==> config.mk <==
export PLATFORM = sky130hd
export DESIGN_NAME = ulc_top
export DESIGN_NICKNAME = d
export VERILOG_FILES = /design/src/pkg/ulc_pkg.sv /design/src/rtl/ulc_baud.sv /design/src/rtl/ulc_top.sv
export VERILOG_INCLUDE_DIRS = /design/src /design/src/pkg
export SDC_FILE = /design/constraint.sdc
export NUM_CORES = 1
export LEC_CHECK = 0
export BUFFER_PORTS_ARGS = -buffer_cell sky130_fd_sc_hd__buf_4
export CAP_MARGIN = 10
export CORE_UTILIZATION = 60
export DETAILED_ROUTE_END_ITERATION = 12
export GPL_ROUTABILITY_DRIVEN = 0
export GPL_TIMING_DRIVEN = 1
export PLACE_DENSITY_LB_ADDON = 0.3
export SLEW_MARGIN = 20
export SYNTH_ARGS = -nofsm -noshare
export SYNTH_HDL_FRONTEND = slang
export SYNTH_SLANG_ARGS = --single-unit
==> constraint.sdc <==
create_clock -name clk_i -period 14.5 [get_ports clk_i]
set_input_delay 2.9 -clock clk_i [delete_from_list [all_inputs] [get_ports clk_i]]
set_output_delay 2.9 -clock clk_i [all_outputs]
set_load 0.05 [all_outputs]
==> src/pkg/ulc_params.svh <==
`ifndef ULC_PARAMS_SVH
`define ULC_PARAMS_SVH

// ----------------------------------------------------------------
// register byte offsets
// ----------------------------------------------------------------
`define ULC_OFF_DATA 8'h00
`define ULC_OFF_DIV_HIGH 8'h04
`define ULC_OFF_LINE_CTRL 8'h08
`define ULC_OFF_LINE_STAT 8'h0C
`define ULC_OFF_IRQ_EN 8'h10
`define ULC_OFF_IRQ_ID 8'h14
`define ULC_OFF_MODEM_STAT 8'h18
`define ULC_OFF_DIV_EXP 8'h1C

// ----------------------------------------------------------------
// line_control fields
// ----------------------------------------------------------------
`define ULC_LC_DSEL 7
`define ULC_LC_BREAK 6
`define ULC_LC_STK 5
`define ULC_LC_EVN 4
`define ULC_LC_PAR 3
`define ULC_LC_STOP 2

// ----------------------------------------------------------------
// irq_enable fields
// ----------------------------------------------------------------
`define ULC_IE_MODEM 3
`define ULC_IE_LINE 2
`define ULC_IE_TX 1
`define ULC_IE_RX 0

// ----------------------------------------------------------------
// irq_identification source codes, bits 2-1
// ----------------------------------------------------------------
`define ULC_IID_LINE 2'h3
`define ULC_IID_RX 2'h2
`define ULC_IID_TX 2'h1
`define ULC_IID_MODEM 2'h0

// ----------------------------------------------------------------
// reset values
// ----------------------------------------------------------------
`define ULC_RST_LINE_CTRL 8'h03
`define ULC_RST_IRQ_EN 4'h0
`define ULC_RST_DIV_LOW 8'h01
`define ULC_RST_DIV_HIGH 8'h00
`define ULC_RST_DIV_EXP 3'h0

// ----------------------------------------------------------------
// timing, in oversampling ticks (16 per bit)
// ----------------------------------------------------------------
`define ULC_TICK_LAST 6'h0F
`define ULC_TICK_HALF 6'h07
`define ULC_STOP_ONE_LAST 6'h0F
`define ULC_STOP_ONEHALF_LAST 6'h17
`define ULC_STOP_TWO_LAST 6'h1F
`define ULC_BREAK_TICKS 8'hC0

`endif

==> src/pkg/ulc_pkg.sv <==
package ulc_pkg;

  // ----------------------------------------------------------------
  // enumerations
  // ----------------------------------------------------------------
  typedef enum logic [2:0] {TX_IDLE, TX_START, TX_DATA, TX_PARITY, TX_STOP} ulc_tx_state_type;
  typedef enum logic [2:0] {RX_IDLE, RX_START, RX_DATA, RX_PARITY, RX_STOP} ulc_rx_state_type;

  // ----------------------------------------------------------------
  // carriers
  // ----------------------------------------------------------------
  typedef struct packed {
    logic hsel;
    logic [31:0] haddr;
    logic [1:0] htrans;
    logic hwrite;
    logic [2:0] hsize;
    logic hready;
  } ulc_ahb_req_type;

  typedef struct packed {
    logic dcd;
    logic ri;
    logic dsr;
    logic cts;
  } ulc_modem_type;

  typedef struct packed {
    logic [23:0] cnt;
    logic tick;
  } ulc_baud_state_type;

  typedef struct packed {
    logic [7:0] line_control;
    logic [3:0] irq_enable;
    logic [7:0] div_low;
    logic [7:0] div_high;
    logic [2:0] div_exp;
    logic ph_write;
    logic [7:0] ph_addr;
    logic [31:0] hrdata;
    logic [7:0] tx_hold;
    logic tx_hold_full;
    logic [7:0] tx_shift;
    logic tx_par;
    ulc_tx_state_type tx_state;
    logic [5:0] tx_cnt;
    logic [2:0] tx_bit;
    logic tx_line;
    logic tx_pend;
    logic rxd_meta;
    logic rxd_sync;
    logic rxd_last;
    ulc_rx_state_type rx_state;
    logic [5:0] rx_cnt;
    logic [2:0] rx_bit;
    logic [7:0] rx_shift;
    logic rx_par;
    logic [7:0] rx_buffer;
    logic rx_ready;
    logic overrun;
    logic parity_err;
    logic framing_err;
    logic break_det;
    logic [7:0] brk_cnt;
    logic [3:0] modem_meta;
    logic [3:0] modem_sync;
    logic [3:0] modem_last;
    logic [3:0] modem_delta;
  } ulc_state_type;

endpackage : ulc_pkg

==> src/rtl/ulc_baud.sv <==
`timescale 1ns/10ps
`include "ulc_params.svh"

// oversampling tick: one pulse every 2^exp * 2 * divisor clocks, 16 per bit
module ulc_baud (
  input wire logic clk_i,
  input wire logic rst_i,
  input wire logic [15:0] divisor_i,
  input wire logic [2:0] div_exp_i,
  output logic tick_o
);
  import ulc_pkg::*;

  ulc_baud_state_type s;
  ulc_baud_state_type next_s;
  logic [23:0] limit;

  // ----------------------------------------------------------------
  // divider
  // ----------------------------------------------------------------
  // a zero divisor stops the ticks rather than running at full rate
  always_comb begin
    limit = (24'({divisor_i, 1'b0}) << div_exp_i) - 24'h00_0001;
    next_s = s;
    next_s.tick = 1'b0;
    if (divisor_i == 16'h0000) begin
      next_s.cnt = 24'h00_0000;
    end else if (s.cnt >= limit) begin
      next_s.cnt = 24'h00_0000;
      next_s.tick = 1'b1;
    end else begin
      next_s.cnt = s.cnt + 24'h00_0001;
    end
  end

  always_ff @(posedge clk_i or posedge rst_i) begin
    if (rst_i) begin
      s <= '0;
    end else begin
      s <= next_s;
    end
  end

  assign tick_o = s.tick;

endmodule : ulc_baud

==> src/rtl/ulc_top.sv <==
`timescale 1ns/10ps
`include "ulc_params.svh"

// Summary of operation
// data offset reaches tx_holding/rx_buffer, or divisor_low when divisor_access_sel set.
// force_break holds serial_out low; otherwise the transmitter drives it.
// stick parity sends parity bit equal to even_parity_sel.
// even_parity_sel set means even parity, clear means odd.
// parity_enable adds a parity bit on transmit and checks it on receive.
// stop select gives 1.5 stops for 5-bit words, 2 otherwise; clear gives one.
// receiver checks only the first stop bit.
// char_length_sel 00..11 selects 5..8 data bits both ways.
// tx_empty_flag set while tx_holding empty, cleared by writing it.
// tx_rx_both_empty set when holding and receive buffer both empty.
// break_detect set when serial_in stays low past a longest frame.
// framing_error set on invalid stop bit.
// parity_error set on parity mismatch.
// overrun set when a new character overwrites an unread one.
// rx_data_ready set while rx_buffer holds a character, cleared by reading it.
// modem_irq_en raises interrupt on any modem delta flag.
// line_status_irq_en raises interrupt on break, framing, parity or overrun.
// tx_empty_irq_en raises interrupt when transmit buffer empties.
// rx_full_irq_en raises interrupt when receive buffer fills.
// identification bit0 low when pending, bits 2-1 give highest priority source.
// each source clears on its own read or write as listed.
// baud is core clock over 2^exp, 16, 2 and the 16-bit divisor.
// modem delta flags set on input change (ri only on a high-to-low change), cleared by reading modem_status.
// frame is low start, data LSB first, optional parity, high stops.
// interrupt output follows any pending identification source.
module ulc_top (
  input wire logic clk_i,
  input wire logic rst_i,
  input wire ulc_pkg::ulc_ahb_req_type bus_i,
  input wire logic [31:0] hwdata_i,
  output logic [31:0] hrdata_o,
  output logic hreadyout_o,
  output logic hresp_o,
  input wire logic serial_in_i,
  output logic serial_out_o,
  input wire ulc_pkg::ulc_modem_type modem_i,
  output logic irq_o
);
  import ulc_pkg::*;

  ulc_state_type s;
  ulc_state_type next_s;
  logic tick;
  logic addr_take;
  logic rd_take;
  logic [7:0] rd_addr;
  logic dsel;
  logic [7:0] line_status;
  logic [7:0] modem_status;
  logic [7:0] iid;
  logic ls_src;
  logic rx_src;
  logic tx_src;
  logic ms_src;
  logic [5:0] stop_last;
  logic [2:0] last_bit;

  // ----------------------------------------------------------------
  // helpers
  // ----------------------------------------------------------------
  // parity bit for a character; bits above the length are masked off
  function automatic logic ulc_parity(input logic [7:0] d, input logic [7:0] lc);
    logic [7:0] m;
    m = d & (8'hFF >> (2'h3 - lc[1:0]));
    if (lc[`ULC_LC_STK]) begin
      return lc[`ULC_LC_EVN];
    end
    return lc[`ULC_LC_EVN] ? ^m : ~^m;
  endfunction : ulc_parity

  // ----------------------------------------------------------------
  // baud tick
  // ----------------------------------------------------------------
  ulc_baud u_baud (
    .clk_i(clk_i),
    .rst_i(rst_i),
    .divisor_i({s.div_high, s.div_low}),
    .div_exp_i(s.div_exp),
    .tick_o(tick)
  );

  // ----------------------------------------------------------------
  // decode and status views
  // ----------------------------------------------------------------
  assign dsel = s.line_control[`ULC_LC_DSEL];
  assign addr_take = bus_i.hsel & bus_i.htrans[1] & bus_i.hready;
  assign rd_take = addr_take & ~bus_i.hwrite;
  assign rd_addr = {bus_i.haddr[7:2], 2'h0};
  assign last_bit = 3'(s.line_control[1:0]) + 3'h4;

  // both status views are computed from present state only
  assign line_status = {1'b0,
                        ~s.tx_hold_full,
                        ~s.tx_hold_full & ~s.rx_ready,
                        s.break_det, s.framing_err, s.parity_err, s.overrun,
                        s.rx_ready};
  assign modem_status = {s.modem_sync, s.modem_delta};

  // interrupt sources, in priority order
  assign ls_src = s.irq_enable[`ULC_IE_LINE] & |line_status[4:1];
  assign rx_src = s.irq_enable[`ULC_IE_RX] & s.rx_ready;
  assign tx_src = s.irq_enable[`ULC_IE_TX] & s.tx_pend;
  assign ms_src = s.irq_enable[`ULC_IE_MODEM] & |s.modem_delta;

  // identification: highest priority pending source wins
  always_comb begin
    iid = 8'h01;
    if (ls_src) begin
      iid = {5'h00, `ULC_IID_LINE, 1'b0};
    end else if (rx_src) begin
      iid = {5'h00, `ULC_IID_RX, 1'b0};
    end else if (tx_src) begin
      iid = {5'h00, `ULC_IID_TX, 1'b0};
    end else if (ms_src) begin
      iid = {5'h00, `ULC_IID_MODEM, 1'b0};
    end
  end

  // stop length in ticks
  always_comb begin
    if (!s.line_control[`ULC_LC_STOP]) begin
      stop_last = `ULC_STOP_ONE_LAST;
    end else if (s.line_control[1:0] == 2'h0) begin
      stop_last = `ULC_STOP_ONEHALF_LAST;
    end else begin
      stop_last = `ULC_STOP_TWO_LAST;
    end
  end

  // ----------------------------------------------------------------
  // next state
  // ----------------------------------------------------------------
  // clears from the bus are applied first so that a hardware set later
  // in the same cycle always wins over a software clear
  always_comb begin
    next_s = s;

    // write data phase, one cycle after the address phase
    if (s.ph_write) begin
      unique case (s.ph_addr)
        `ULC_OFF_DATA: begin
          if (dsel) begin
            next_s.div_low = hwdata_i[7:0];
          end else begin
            next_s.tx_hold = hwdata_i[7:0];
            next_s.tx_hold_full = 1'b1;
            next_s.tx_pend = 1'b0;
          end
        end
        `ULC_OFF_DIV_HIGH: begin
          if (dsel) begin
            next_s.div_high = hwdata_i[7:0];
          end
        end
        `ULC_OFF_LINE_CTRL: next_s.line_control = hwdata_i[7:0];
        `ULC_OFF_IRQ_EN: next_s.irq_enable = hwdata_i[3:0];
        `ULC_OFF_DIV_EXP: next_s.div_exp = hwdata_i[2:0];
        default: ;
      endcase
    end
    next_s.ph_write = addr_take & bus_i.hwrite;
    next_s.ph_addr = rd_addr;

    // read address phase: capture data and apply read side effects
    next_s.hrdata = 32'h0000_0000;
    if (rd_take) begin
      unique case (rd_addr)
        `ULC_OFF_DATA: begin
          if (dsel) begin
            next_s.hrdata = {24'h00_0000, s.div_low};
          end else begin
            next_s.hrdata = {24'h00_0000, s.rx_buffer};
            next_s.rx_ready = 1'b0;
          end
        end
        `ULC_OFF_DIV_HIGH: next_s.hrdata = dsel ? {24'h00_0000, s.div_high} : 32'h0000_0000;
        `ULC_OFF_LINE_CTRL: next_s.hrdata = {24'h00_0000, s.line_control};
        `ULC_OFF_LINE_STAT: begin
          next_s.hrdata = {24'h00_0000, line_status};
          next_s.break_det = 1'b0;
          next_s.framing_err = 1'b0;
          next_s.parity_err = 1'b0;
          next_s.overrun = 1'b0;
        end
        `ULC_OFF_IRQ_EN: next_s.hrdata = {28'h000_0000, s.irq_enable};
        `ULC_OFF_IRQ_ID: begin
          next_s.hrdata = {24'h00_0000, iid};
          if (iid[2:1] == `ULC_IID_TX && !iid[0]) begin
            next_s.tx_pend = 1'b0;
          end
        end
        `ULC_OFF_MODEM_STAT: begin
          next_s.hrdata = {24'h00_0000, modem_status};
          next_s.modem_delta = 4'h0;
        end
        `ULC_OFF_DIV_EXP: next_s.hrdata = {29'h0000_0000, s.div_exp};
        default: ;
      endcase
    end

    // transmitter
    unique case (s.tx_state)
      TX_IDLE: begin
        next_s.tx_line = 1'b1;
        if (next_s.tx_hold_full) begin
          next_s.tx_shift = next_s.tx_hold;
          next_s.tx_par = ulc_parity(next_s.tx_hold, s.line_control);
          next_s.tx_hold_full = 1'b0;
          next_s.tx_pend = 1'b1;
          next_s.tx_line = 1'b0;
          next_s.tx_cnt = 6'h00;
          next_s.tx_state = TX_START;
        end
      end
      TX_START: begin
        if (tick) begin
          next_s.tx_cnt = s.tx_cnt + 6'h01;
          if (s.tx_cnt == `ULC_TICK_LAST) begin
            next_s.tx_cnt = 6'h00;
            next_s.tx_bit = 3'h0;
            next_s.tx_line = s.tx_shift[0];
            next_s.tx_state = TX_DATA;
          end
        end
      end
      TX_DATA: begin
        if (tick) begin
          next_s.tx_cnt = s.tx_cnt + 6'h01;
          if (s.tx_cnt == `ULC_TICK_LAST) begin
            next_s.tx_cnt = 6'h00;
            if (s.tx_bit == last_bit) begin
              if (s.line_control[`ULC_LC_PAR]) begin
                next_s.tx_line = s.tx_par;
                next_s.tx_state = TX_PARITY;
              end else begin
                next_s.tx_line = 1'b1;
                next_s.tx_state = TX_STOP;
              end
            end else begin
              next_s.tx_shift = {1'b0, s.tx_shift[7:1]};
              next_s.tx_line = s.tx_shift[1];
              next_s.tx_bit = s.tx_bit + 3'h1;
            end
          end
        end
      end
      TX_PARITY: begin
        if (tick) begin
          next_s.tx_cnt = s.tx_cnt + 6'h01;
          if (s.tx_cnt == `ULC_TICK_LAST) begin
            next_s.tx_cnt = 6'h00;
            next_s.tx_line = 1'b1;
            next_s.tx_state = TX_STOP;
          end
        end
      end
      TX_STOP: begin
        if (tick) begin
          next_s.tx_cnt = s.tx_cnt + 6'h01;
          if (s.tx_cnt >= stop_last) begin
            next_s.tx_cnt = 6'h00;
            next_s.tx_state = TX_IDLE;
          end
        end
      end
      default: next_s.tx_state = TX_IDLE;
    endcase

    // receive pin synchroniser; only rxd_sync is looked at
    next_s.rxd_meta = serial_in_i;
    next_s.rxd_sync = s.rxd_meta;

    // break: count ticks of continuous low line
    if (tick) begin
      if (s.rxd_sync) begin
        next_s.brk_cnt = 8'h00;
      end else if (s.brk_cnt < `ULC_BREAK_TICKS) begin
        next_s.brk_cnt = s.brk_cnt + 8'h01;
      end else begin
        next_s.break_det = 1'b1;
      end
    end

    // receiver; a start needs a high-to-low edge, so a held break
    // yields one character and then waits for the line to rise
    if (tick) begin
      next_s.rxd_last = s.rxd_sync;
    end
    unique case (s.rx_state)
      RX_IDLE: begin
        if (tick && s.rxd_last && !s.rxd_sync) begin
          next_s.rx_cnt = 6'h00;
          next_s.rx_state = RX_START;
        end
      end
      RX_START: begin
        if (tick) begin
          next_s.rx_cnt = s.rx_cnt + 6'h01;
          if (s.rx_cnt == `ULC_TICK_HALF) begin
            next_s.rx_cnt = 6'h00;
            next_s.rx_bit = 3'h0;
            next_s.rx_shift = 8'h00;
            // a glitch shorter than half a bit is dropped
            next_s.rx_state = s.rxd_sync ? RX_IDLE : RX_DATA;
          end
        end
      end
      RX_DATA: begin
        if (tick) begin
          next_s.rx_cnt = s.rx_cnt + 6'h01;
          if (s.rx_cnt == `ULC_TICK_LAST) begin
            next_s.rx_cnt = 6'h00;
            next_s.rx_shift[s.rx_bit] = s.rxd_sync;
            next_s.rx_bit = s.rx_bit + 3'h1;
            if (s.rx_bit == last_bit) begin
              next_s.rx_state = s.line_control[`ULC_LC_PAR] ? RX_PARITY : RX_STOP;
            end
          end
        end
      end
      RX_PARITY: begin
        if (tick) begin
          next_s.rx_cnt = s.rx_cnt + 6'h01;
          if (s.rx_cnt == `ULC_TICK_LAST) begin
            next_s.rx_cnt = 6'h00;
            next_s.rx_par = s.rxd_sync;
            next_s.rx_state = RX_STOP;
          end
        end
      end
      RX_STOP: begin
        if (tick) begin
          next_s.rx_cnt = s.rx_cnt + 6'h01;
          if (s.rx_cnt == `ULC_TICK_LAST) begin
            next_s.rx_cnt = 6'h00;
            next_s.rx_buffer = s.rx_shift;
            // a read in this same cycle empties the buffer first
            if (next_s.rx_ready) begin
              next_s.overrun = 1'b1;
            end
            next_s.rx_ready = 1'b1;
            if (!s.rxd_sync) begin
              next_s.framing_err = 1'b1;
            end
            if (s.line_control[`ULC_LC_PAR] &&
                s.rx_par != ulc_parity(s.rx_shift, s.line_control)) begin
              next_s.parity_err = 1'b1;
            end
            next_s.rx_state = RX_IDLE;
          end
        end
      end
      default: next_s.rx_state = RX_IDLE;
    endcase

    // modem inputs: two-stage sync, then change detect
    next_s.modem_meta = modem_i;
    next_s.modem_sync = s.modem_meta;
    next_s.modem_last = s.modem_sync;
    if (s.modem_sync[3] != s.modem_last[3]) begin
      next_s.modem_delta[3] = 1'b1;
    end
    if (!s.modem_sync[2] && s.modem_last[2]) begin
      next_s.modem_delta[2] = 1'b1;
    end
    if (s.modem_sync[1] != s.modem_last[1]) begin
      next_s.modem_delta[1] = 1'b1;
    end
    if (s.modem_sync[0] != s.modem_last[0]) begin
      next_s.modem_delta[0] = 1'b1;
    end
  end

  // ----------------------------------------------------------------
  // state register
  // ----------------------------------------------------------------
  always_ff @(posedge clk_i or posedge rst_i) begin
    if (rst_i) begin
      s <= '0;
      s.line_control <= `ULC_RST_LINE_CTRL;
      s.irq_enable <= `ULC_RST_IRQ_EN;
      s.div_low <= `ULC_RST_DIV_LOW;
      s.div_high <= `ULC_RST_DIV_HIGH;
      s.div_exp <= `ULC_RST_DIV_EXP;
      s.tx_state <= TX_IDLE;
      s.rx_state <= RX_IDLE;
      s.tx_line <= 1'b1;
      s.rxd_meta <= 1'b1;
      s.rxd_sync <= 1'b1;
      s.rxd_last <= 1'b1;
    end else begin
      s <= next_s;
    end
  end

  // ----------------------------------------------------------------
  // outputs
  // ----------------------------------------------------------------
  // zero wait states: data always ready one cycle after the address
  assign hreadyout_o = 1'b1;
  assign hresp_o = 1'b0;
  assign hrdata_o = s.hrdata;
  assign serial_out_o = s.tx_line & ~s.line_control[`ULC_LC_BREAK];
  assign irq_o = ~iid[0];

endmodule : ulc_top

==> results.md <==
* Initial core utilization at 61.8%
* First-pass GRT wire length at 39600 µm
* DR WL/cell at 17.8 µm
* Total wire length at 23400 µm
* Worst-skew pair later-pin latency at 0.43 ns
* DR iter-0 viols at 715
* Area contributors post-synth: dfrtp_1 (38%), mux2_2 (6.4%), xnor2_1 (4.1%)
* Leak Pwr at 4.97 nW
* Rows at 47
* Final min period at 4.88 ns
* Clock-pin slew of the registers on the worst-case setup and hold paths at 0.06 ns
* Buffers & Inverters on Critical Path at 1
* Grt met3 use at 5.06%
* Crit. End Element: output port
* Min-Delay Path Class: reg2reg
* Clock buffer depth at 2
* Flop-to-flop setup slack at 9.94 ns
* Largest net degree at the start of global routing at 85
* CP Launch Type: flop
* Via count at 8189
* RSZ-0062 raised after global routing: no
* Top cell type by total area after synthesis: dfrtp_1
* Clock Skew at 0.0141 ns
* ANT nets after route at 0
* Crit Reg-Reg Endpoint: u_baud.s[12]
* Commonest cells in the netlist: dfrtp_1 (157), nand2_1 (103), o21ai_0 (78)
* Core area at 16600 µm²
* Max Cap Viol at 0
* Synth Flop Type: dfrtp_1
* GRT Total Usage at 28.1%
* Final setup fails at 0
* GR Layer Usage met2 at 45.3%
* Die span in x at 133 µm
* Layout area overhead at 8.21%
* Count of cell types in the netlist at 87
* Final cell count without fillers at 1315
* CP delay by family, top: compound AO/OA/AOI/OAI gates
* Data arrival, critical path at 1.98 ns
* Synth Cell Area at 10300 µm²
* N_diodes at 0
* Yosys warns at 0
* Vias per cell at 6.23
* CP max stage cell: o41a_1
* Fin Setup TNS at 0 ns
* IO Count at 115
* CP max FO at 3
* Final period util at 33.7%
* R2r worst-path depth at 16
* Worst Setup EP: irq_o
* Cells after DPL at 1283
* Max Freq at 205 MHz
* Vias in the first global route at 7713
* Post-cts sizing count at 0
* Post-layout util at 66.9%
* Worst vdd ir at 91.6 µV
* Buffers on Ports at 34
* Initial antenna violation count at 0
* CTS Hold Bufs at 0
* Layer with the highest usage: met2
* Setup Fix Bufs, Post-CTS at 0
* DRC at 0
* Fill cells at 1325
* Post-synthesis sequential area ratio at 40.0%
* Drt pass-1 iters at 7
* Post-synth EDFFs at 0
* WP data required at 11.60 ns
* Num CTS Buffers at 17
* CTS H-tree depth at 4
* Share of the synthesized area in the top cell type at 38.2%
* Cell Pwr Density at 100 nW/µm²
* Fraction of layout cells with a size suffix above 1 at 15.2%
* Crit path depth at 4
* Final HPWL DP at 16300 µm
* Hold Vio Cnt, Final at 0
* CP startpoint: line_status[4]
* Die area at 17700 µm²
* Avg Inst Size Synth at 9.51 µm²
* Slew margin rel. at 32.6%
* GR Overflow Total at 0
* Slew Limit Fails at 0
* Nets at 1193
* Die Y-Extent at 133 µm
* Cell chain of the critical path: o41a_1, nand2b_1, a221o_1, buf_4
* Clock Tree Root: clkbuf_16
* # clock sinks at 164
* Status: finished, final reports clean
* Slew @ Worst Pin at 1.01 ns
* CTS tree: done
* Post-synth ARST share at 100%
* Worst path max stage delay at 0.44 ns
* Gate Count Post-Synth at 1082
* Kind of critical path: reg2out
* Count leader, synth: dfrtp_1
* Met1 layer usage reported by global route at 38.1%
* Synth Register Bits at 164
* Reg2reg start: s[134]
-- registers in the layout (all words and copies together), names as in the netlist --
register       cells
s                112
u_baud.s          24
hrdata_o           8
modem_status       8
line_status        5
next_s             5
dsel               1
u_baud.tick_o      1
-- power by group --
part	total (mW)	leakage [nW]	internal, mW	switching [mW]
Combinational	0.138	2.61	0.0535	0.0845
Sequential	0.500	2.06	0.476	0.0241
Clock	0.477	0.304	0.284	0.193
Total	1.12	4.97	0.814	0.302
-- area by class of cell --
type,count,area (µm²),area share [%]
timing repair buffer,41,308,2.77
sequential,164,4110,37.0
clock buffer,20,457,4.10
multi-input combinational,837,5730,51.5
clock inverter,12,166,1.50
tap,220,275,2.47
inverter,21,83.8,0.753
-- how the worst min path moves through the flow --
stage | startpoint | slack (ns) | endpoint | cells past startpoint
after floorplan | next_s[8] | 0.33 | modem_status[4] | 0
after global placement | next_s[10] | 0.33 | modem_status[6] | 0
after detailed placement | next_s[8] | 0.33 | modem_status[4] | 0
after CTS | next_s[8] | 0.35 | modem_status[4] | 0
after global routing | next_s[8] | 0.36 | modem_status[4] | 0
final | next_s[8] | 0.35 | modem_status[4] | 0
-- layer usage --
layer  up-vias  share of wire (%)  wire length [µm]
li1       3871                  -                 -
met1      3986                 45             10500
met2       281                 48             11100
met3        51                5.5              1290
met4         0                2.1               496
met5         -                  0                 0
-- cell families (layout without fill, tap and decap cells) --
logic type               Yosys count  count (layout)  synth area share, %
AND/OR/NAND/NOR                  372             372                 18.2
AO/OA/AOI/OAI                    236             236                 15.0
flip-flops                       164             164                 40.0
buffers and inverters            105              94                 5.36
multiplexers                      93              93                 10.7
XOR/XNOR                          78              78                 6.64
adder cells (fa/ha/maj)           32              32                 3.89
other                              2              26               0.0730
-- per-stage QoR --
step                worst slack, ns  power, mW  hold WS [ns]  instance area (µm²)
floorplan                      7.18      0.615         0.331                10400
global placement               9.60      0.639         0.334                10500
detailed placement             9.60      0.645         0.335                10500
CTS                            9.61       1.12         0.349                11100
global route                   9.58       1.16         0.359                11100
finish                         9.62       1.12         0.349                11100
-- placed cells by master, fill, tap and decap left out, types with 15 or more instances in the layout --
master     count
nand3_1       40
xnor2_1       48
mux2i_1       26
ha_1          32
conb_1        26
mux2_2        58
a22oi_1       15
buf_4         41
o21ai_0       78
a21o_1        17
a21oi_1       37
a31oi_1       15
clkbuf_16     17
dfrtp_1      157
inv_1         18
nor2_1        77
xor2_1        30
nand2_1      103
nor3_1        43
Power figures use the tool's default switching activity.
